--- config.mk ---
export PLATFORM = sky130hd
export DESIGN_NAME = tsrb_regs
export DESIGN_NICKNAME = d
export VERILOG_FILES = /design/src/rtl/tsrb_pkg.sv /design/src/rtl/tsrb_regs.sv
export SDC_FILE = /design/constraint.sdc
export NUM_CORES = 1
export LEC_CHECK = 0
export ABC_CLOCK_PERIOD_IN_PS = 4500
export BUFFER_PORTS_ARGS = -buffer_cell sky130_fd_sc_hd__buf_2
export CAP_MARGIN = 20
export CELL_PAD_IN_SITES_DETAIL_PLACEMENT = 0
export CELL_PAD_IN_SITES_GLOBAL_PLACEMENT = 1
export CORE_ASPECT_RATIO = 0.75
export CORE_UTILIZATION = 44
export DETAILED_ROUTE_END_ITERATION = 8
export PLACE_DENSITY = 0.88
export REMOVE_ABC_BUFFERS = 1
export SYNTH_ARGS = -nofsm -noshare
export SYNTH_HDL_FRONTEND = slang
export SYNTH_SLANG_ARGS = --single-unit
export TNS_END_PERCENT = 30
--- constraint.sdc ---
create_clock -name CLK -period 4.5 [get_ports CLK]
set_input_delay 0.45 -clock CLK [delete_from_list [all_inputs] [get_ports CLK]]
set_output_delay 0.45 -clock CLK [all_outputs]
set_load 0.01 [all_outputs]
--- src/rtl/tsrb_pkg.sv ---
// Purpose: Shared constants and types of the temperature register bank.
// Assumes: Results arrive as signed fixed point with FRAC_W fraction bits.
// Notes: Result and setpoint register values are signed whole degrees Celsius.
package tsrb_pkg;
    localparam int RAW_W = 11;
    localparam int FRAC_W = 2;
    localparam int WHOLE_W = RAW_W + 1 - FRAC_W;

    // Command codes of the register port.
    localparam logic [7:0] CMD_RD_INNER_TEMP = 8'h00;
    localparam logic [7:0] CMD_RD_REMOTE_TEMP = 8'h01;
    localparam logic [7:0] CMD_RD_STATUS = 8'h02;
    localparam logic [7:0] CMD_RD_INNER_UPPER = 8'h05;
    localparam logic [7:0] CMD_RD_INNER_LOWER = 8'h06;
    localparam logic [7:0] CMD_RD_REMOTE_UPPER = 8'h07;
    localparam logic [7:0] CMD_RD_REMOTE_LOWER = 8'h08;
    localparam logic [7:0] CMD_WR_INNER_UPPER = 8'h0B;
    localparam logic [7:0] CMD_WR_INNER_LOWER = 8'h0C;
    localparam logic [7:0] CMD_WR_REMOTE_UPPER = 8'h0D;
    localparam logic [7:0] CMD_WR_REMOTE_LOWER = 8'h0E;

    // Reset values and fixed codes.
    localparam logic [7:0] TEMP_RST = 8'h00;
    localparam logic [7:0] UPPER_RST = 8'h7F;
    localparam logic [7:0] LOWER_RST = 8'hC9;
    localparam logic [4:0] FLAGS_RST = 5'h00;
    localparam logic [7:0] DATA_RST = 8'h00;
    localparam logic [7:0] ERR_DATA = 8'hFF;
    localparam logic [7:0] TEMP_MAX = 8'h7F;
    localparam logic [7:0] TEMP_MIN = 8'h80;
    localparam logic [1:0] STATUS_RSV = 2'h0;
    localparam logic signed [WHOLE_W-1:0] WHOLE_MAX = WHOLE_W'(127);
    localparam logic signed [WHOLE_W-1:0] WHOLE_MIN = -WHOLE_W'(128);
    localparam logic [RAW_W:0] ROUND_HALF = (RAW_W+1)'(2 ** (FRAC_W - 1));

    // Positions inside the five latched flags.
    localparam int FLAG_INNER_UPPER = 4;
    localparam int FLAG_INNER_LOWER = 3;
    localparam int FLAG_REMOTE_UPPER = 2;
    localparam int FLAG_REMOTE_LOWER = 1;
    localparam int FLAG_DIODE_FAULT = 0;

    typedef enum logic {
        CH_INNER,
        CH_REMOTE
    } tsrb_chan_t;

    typedef struct packed {
        logic rd;
        logic wr;
        logic [7:0] cmd;
        logic [7:0] wdata;
    } tsrb_req_t;

    typedef struct packed {
        logic busy;
        logic done;
        logic diode_open;
        logic signed [RAW_W-1:0] raw;
    } tsrb_conv_t;

    typedef struct packed {
        logic [7:0] inner_temp_result;
        logic [7:0] remote_temp_result;
        logic [7:0] inner_upper_setpoint;
        logic [7:0] inner_lower_setpoint;
        logic [7:0] remote_upper_setpoint;
        logic [7:0] remote_lower_setpoint;
        logic [4:0] flags;
        tsrb_chan_t chan;
        logic [7:0] rdata;
        logic rvalid;
    } tsrb_state_t;
endpackage

--- src/rtl/tsrb_regs.sv ---
// Purpose: Result, setpoint and status registers of a two-channel monitor.
// Assumes: The serial engine issues one-cycle read and write strobes.
// Notes: The converter delivers one channel per done pulse, as CHANNEL says.
`timescale 1ns/1ps

// Contract
// - Hold latest inner and remote results in two read-only signed bytes.
// - Results update alternately, one channel per conversion.
// - One count is one degree; code zero is zero degrees.
// - Round to nearest degree, half ties toward positive.
// - Clamp above range to 7F; negatives down to 80 stay representable, lower ones clamp to 80.
// - Four signed setpoints: upper and lower per channel.
// - Inner setpoints compare to inner result, remote to remote only.
// - Setpoint writes are accepted at any moment, even mid-conversion.
// - Upper setpoints reset to 7F, lower setpoints reset to C9.
// - Status bit 7 shows live converter busy from CONV_IN; reset does not clear it.
// - Status bits 6..3 latch the four limit events; zero at reset.
// - Status bit 2 flags remote diode fault; bits 1..0 read zero.
// - Completing a status read clears flag bits 6..2, except ones set by a result in the same cycle.
// - Open remote diode makes the remote result read 7F.
module tsrb_regs (
    input wire logic CLK,
    input wire logic RESETN,
    input wire tsrb_pkg::tsrb_req_t REG_REQ,
    output logic [7:0] REG_RDATA,
    output logic REG_RVALID,
    input wire tsrb_pkg::tsrb_conv_t CONV_IN,
    output logic CONV_CHANNEL
);
    tsrb_pkg::tsrb_state_t state_r;
    tsrb_pkg::tsrb_state_t state_nxt;
    logic [7:0] status_byte;
    logic [7:0] new_code;
    logic [4:0] flag_set;
    logic flag_clr;

    // Fixed point to whole degrees. Adding one half before the floor
    // shift sends exact ties upward, so -0.5 becomes 0 and +0.5 becomes 1.
    function automatic logic [7:0] round_clamp(
        input logic signed [tsrb_pkg::RAW_W-1:0] raw
    );
        logic [tsrb_pkg::RAW_W:0] sum;
        logic signed [tsrb_pkg::WHOLE_W-1:0] whole;
        logic [7:0] code;
        sum = {raw[tsrb_pkg::RAW_W-1], raw} + tsrb_pkg::ROUND_HALF;
        whole = $signed(sum[tsrb_pkg::RAW_W:tsrb_pkg::FRAC_W]);
        if (whole > tsrb_pkg::WHOLE_MAX) begin
            code = tsrb_pkg::TEMP_MAX;
        end else if (whole < tsrb_pkg::WHOLE_MIN) begin
            code = tsrb_pkg::TEMP_MIN;
        end else begin
            code = whole[7:0];
        end
        return code;
    endfunction

    // Busy is live converter state, not a latched event.
    assign status_byte = {CONV_IN.busy, state_r.flags,
                          tsrb_pkg::STATUS_RSV};

    always_comb begin
        state_nxt = state_r;
        state_nxt.rvalid = 1'b0;
        flag_set = '0;
        flag_clr = 1'b0;
        new_code = tsrb_pkg::TEMP_RST;

        // Setpoint writes have no guard against a running conversion.
        if (REG_REQ.wr) begin
            case (REG_REQ.cmd)
                tsrb_pkg::CMD_WR_INNER_UPPER: begin
                    state_nxt.inner_upper_setpoint = REG_REQ.wdata;
                end
                tsrb_pkg::CMD_WR_INNER_LOWER: begin
                    state_nxt.inner_lower_setpoint = REG_REQ.wdata;
                end
                tsrb_pkg::CMD_WR_REMOTE_UPPER: begin
                    state_nxt.remote_upper_setpoint = REG_REQ.wdata;
                end
                tsrb_pkg::CMD_WR_REMOTE_LOWER: begin
                    state_nxt.remote_lower_setpoint = REG_REQ.wdata;
                end
                default: begin
                end
            endcase
        end

        if (REG_REQ.rd) begin
            state_nxt.rvalid = 1'b1;
            case (REG_REQ.cmd)
                tsrb_pkg::CMD_RD_INNER_TEMP: begin
                    state_nxt.rdata = state_r.inner_temp_result;
                end
                tsrb_pkg::CMD_RD_REMOTE_TEMP: begin
                    state_nxt.rdata = state_r.remote_temp_result;
                end
                tsrb_pkg::CMD_RD_STATUS: begin
                    state_nxt.rdata = status_byte;
                    flag_clr = 1'b1;
                end
                tsrb_pkg::CMD_RD_INNER_UPPER: begin
                    state_nxt.rdata = state_r.inner_upper_setpoint;
                end
                tsrb_pkg::CMD_RD_INNER_LOWER: begin
                    state_nxt.rdata = state_r.inner_lower_setpoint;
                end
                tsrb_pkg::CMD_RD_REMOTE_UPPER: begin
                    state_nxt.rdata = state_r.remote_upper_setpoint;
                end
                tsrb_pkg::CMD_RD_REMOTE_LOWER: begin
                    state_nxt.rdata = state_r.remote_lower_setpoint;
                end
                default: begin
                    // Codes outside this bank answer with the error byte.
                    state_nxt.rdata = tsrb_pkg::ERR_DATA;
                end
            endcase
        end

        if (CONV_IN.done) begin
            // Compare against setpoints as they stood before this cycle;
            // a write in the same cycle counts from the next result on.
            case (state_r.chan)
                tsrb_pkg::CH_INNER: begin
                    new_code = round_clamp(CONV_IN.raw);
                    state_nxt.inner_temp_result = new_code;
                    flag_set[tsrb_pkg::FLAG_INNER_UPPER] =
                        $signed(new_code) >
                        $signed(state_r.inner_upper_setpoint);
                    flag_set[tsrb_pkg::FLAG_INNER_LOWER] =
                        $signed(new_code) <
                        $signed(state_r.inner_lower_setpoint);
                    state_nxt.chan = tsrb_pkg::CH_REMOTE;
                end
                tsrb_pkg::CH_REMOTE: begin
                    if (CONV_IN.diode_open) begin
                        new_code = tsrb_pkg::TEMP_MAX;
                    end else begin
                        new_code = round_clamp(CONV_IN.raw);
                    end
                    state_nxt.remote_temp_result = new_code;
                    flag_set[tsrb_pkg::FLAG_REMOTE_UPPER] =
                        $signed(new_code) >
                        $signed(state_r.remote_upper_setpoint);
                    flag_set[tsrb_pkg::FLAG_REMOTE_LOWER] =
                        $signed(new_code) <
                        $signed(state_r.remote_lower_setpoint);
                    flag_set[tsrb_pkg::FLAG_DIODE_FAULT] =
                        CONV_IN.diode_open;
                    state_nxt.chan = tsrb_pkg::CH_INNER;
                end
                default: begin
                    state_nxt.chan = tsrb_pkg::CH_INNER;
                end
            endcase
        end

        // A new event in the clearing cycle survives the clear.
        state_nxt.flags = (state_r.flags & ~{5{flag_clr}})
                          | flag_set;
    end

    always_ff @(posedge CLK) begin
        if (!RESETN) begin
            state_r.inner_temp_result <= tsrb_pkg::TEMP_RST;
            state_r.remote_temp_result <= tsrb_pkg::TEMP_RST;
            state_r.inner_upper_setpoint <= tsrb_pkg::UPPER_RST;
            state_r.inner_lower_setpoint <= tsrb_pkg::LOWER_RST;
            state_r.remote_upper_setpoint <= tsrb_pkg::UPPER_RST;
            state_r.remote_lower_setpoint <= tsrb_pkg::LOWER_RST;
            state_r.flags <= tsrb_pkg::FLAGS_RST;
            state_r.chan <= tsrb_pkg::CH_INNER;
            state_r.rdata <= tsrb_pkg::DATA_RST;
            state_r.rvalid <= 1'b0;
        end else begin
            state_r <= state_nxt;
        end
    end

    assign REG_RDATA = state_r.rdata;
    assign REG_RVALID = state_r.rvalid;
    assign CONV_CHANNEL = (state_r.chan == tsrb_pkg::CH_REMOTE);
endmodule

==> metrics.csv <==
stage,metric,value,unit
power,leakage,2.054,nW
floorplan,core_region_area,8672,sq um
floorplan,io_pins,44,
clocking,cts-buffers-inserted,9,
floorplan,die_w,112.7,um
detailed_routing,routed_wl,12.05,mm
timing,rsz0062_at_grt,no,
global_routing,track_usage,26.33,%
global_routing,grt_max_degree,47,
logic_synthesis,synth_ff_type,dfxtp_1,
logic_synthesis,syn_area,4041,sq um
detailed_routing,drt_iter0_drc,245,
timing,min_period,3.395,ns
finish,drive_gt1_share,16.25,%
floorplan,start_util,46.60,%
timing,hold_violations,0,
timing,worst_clock_skew,0.005676,ns
finish,final_nets,583,
timing,setup_tns,0,ns
finish,antenna_cells,0,
clocking,cts_resized,0,
floorplan,die-area,9577,sq um
flow_run,maxCapViolCount,0,
worst_setup_path,critPathRequiredTime,4.72,ns
clocking,cts-root-buf,clkbuf_16,
logic_synthesis,postSynth.asyncResetShare,0,%
global_routing,grt_pass1_wl,19.14,mm
power,ir_worst_vdd,0.2157,mV
clocking,cts_num_sinks,63,
worst_setup_path,cp_max_fo,6,
logic_synthesis,syn_avg_cell_area,8.148,sq um
clocking,clk_latency,0.33,ns
placed_design,globalplace.congestion,0.9536,
clocking,cts-hold-fix-buffers,0,
logic_synthesis,yosysTopAreaCell,dfxtp_1,
run_status,outcome,completed,
timing,relSlewSlack,34.36,%
logic_synthesis,synth_seq_cells,63,
timing,finalMaxSlewViolations,0,
logic_synthesis,yosysUniqueCellTypes,60,
detailed_routing,wl_per_cell,19.09,um
worst_setup_path,crit_type,input pin to register,
worst_setup_path,worstSetupEndpointType,register,
worst_hold_path,hold_path_class,input pin to register,
power,power_density,344.8,nW/um^2
global_routing,grt_pass1_vias,3620,
detailed_routing,ant_nets,0,
detailed_routing,drc,0,
timing,worst_pin_slew,0.9802,ns
clocking,cts_setup_buffers,0,
logic_synthesis,syn_inst,496,
clocking,cts_tree,built,
timing,setup_viol,0,
finish,finalNonFillerCells,631,
placed_design,port-buffer-count,42,
detailed_routing,via_per_inst,6.065,
detailed_routing,drtPass1Iterations,5,
logic_synthesis,yosysWarnings,0,
logic_synthesis,synth_area_leaders,"dfxtp_1 31%, ha_1 9.6%, nand3_1 6.4%, nand2_1 6.2%, inv_1 3.3%",
global_routing,antenna_found_initial,0,
detailed_routing,vias,3827,
clocking,clk_path_buf_depth,2,
floorplan,num_rows,29,
placed_design,place_inst,615,
logic_synthesis,synth_edf_count,0,
timing,fmax,294.5,MHz
worst_setup_path,cp-start-kind,input pin,
floorplan,die_h,85,um
logic_synthesis,yosys.area.top_type_share,31.21,%
clocking,clk_pin_slew,0.05,ns
global_routing,grt_overflow,0,
finish,fillers,809,
finish,synthToLayoutAreaGrowth,12.26,%
timing,post-route-period-util,75.45,%
clocking,htreeDepth,3,
worst_setup_path,cp.arrival,3.62,ns
logic_synthesis,ys_seq_area_share,31.21,%
placed_design,hpwlAfterDp,8.841,mm
sequential cells by signal, summed over array words and instances (netlist names):
name          cells
state_r          53
REG_RDATA         8
CONV_CHANNEL      1
REG_RVALID        1
power by group:
group / internal, W / switching, W
Combinational: 0.0000822 / 0.000134
Clock: 0.000514 / 0.000245
Sequential: 0.000578 / 0.0000103
Total: 0.00117 / 0.000390
cell type report:
cell class	instances	area [sq um]	share of cell area (%)
repair buffers	50	270.3	5.957
multi-input cells	358	2410	53.12
clock buffers	13	260.3	5.736
well taps	108	135.1	2.978
flip-flops and latches	63	1261	27.80
clock inverters	3	65.06	1.434
inverters	36	135.1	2.978
worst max-delay path, cell delays in order:
cell and delay, ns:
buf_2 0.12, ha_1 0.24, and3_1 0.30, nand2_1 0.11, a21oi_1 0.20, o32a_1 0.25, o21ai_1 0.09, buf_4 0.17
ha_1 0.30, a31oi_1 0.17, o21ai_0 0.13, or4b_1 0.47, o31ai_1 0.28, mux2i_1 0.12, a31o_2 0.22
cells in the final DEF, fill, tap and decap left out, types with 4 or more instances in the layout:
master     netlist  final
nand2_1         67     67
dfxtp_1         63     63
nand3_1         52     52
buf_2            6     42
inv_1           36     36
ha_1            31     31
a21oi_1         24     24
nand2b_1        17     17
o21ai_0         17     17
nor2_1          15     15
a31oi_1          9      9
o211ai_1         9      9
a22oi_1          9      9
a22o_1           9      9
clkbuf_16        0      9
buf_4           10      8
mux2i_1          7      7
o211a_1          7      7
a211oi_1         6      6
o21ai_1          5      5
o311a_1          5      5
and3_1           4      4
xor2_1           4      4
and2_1           4      4
final timing paths:
check / depth (start not counted) / from / endpoint / slack, ns
worst max-delay path: 15 / CONV_IN[2] / state_r[13] / 1.10
worst min-delay path: 3 / REG_REQ[4] / state_r[43] / 0.41
worst max register to register: 8 / state_r[38] / state_r[13] / 2.21
worst min register to register: 2 / state_r[62] / state_r[62] / 0.46
synth_stat cells, types with 7 or more instances:
library cell   n
nand2b_1      17
dfxtp_1       63
nor2_1        15
a31oi_1        9
a21oi_1       24
o211a_1        7
inv_1         36
buf_4         10
clkbuf_1      18
a22o_1         9
ha_1          31
o211ai_1       9
a22oi_1        9
o21ai_0       17
nand3_1       52
nand2_1       67
mux2i_1        7
cell families after synthesis:
group / synth area share (%)
simple gates: 24.27
compound gates: 22.11
buf+inv: 9.226
flops: 31.21
fa+ha+maj: 9.597
mux: 2.291
xor+xnor: 1.300
per-layer routing:
metal	wire length (um)	global-route usage (%)	up-vias	part of all wire, %
li1	-	-	1810	-
met1	5171	34.16	1829	43
met2	5517	40.63	173	46
met3	1218	10.57	15	10
met4	139	6.909	0	1.2
met5	0	0	-	0
metrics by stage:
stage / area, sq um / utilization [%] / setup WS, ns / hold slack (ns) / total power (W)
floorplan: 3804 / - / 1.299 / 0.4357 / 0.0007160
global placement: 4212 / 48.56 / 0.9152 / 0.4444 / 0.0008039
detailed placement: 4212 / 48.56 / 0.8382 / 0.4511 / 0.0008106
CTS: 4537 / 52.32 / 1.155 / 0.4091 / 0.001568
global route: 4537 / 52.32 / 0.9281 / 0.4143 / 0.001617
finish: 4537 / 52.32 / 1.105 / 0.4127 / 0.001564
Power figures use the tool's default switching activity.
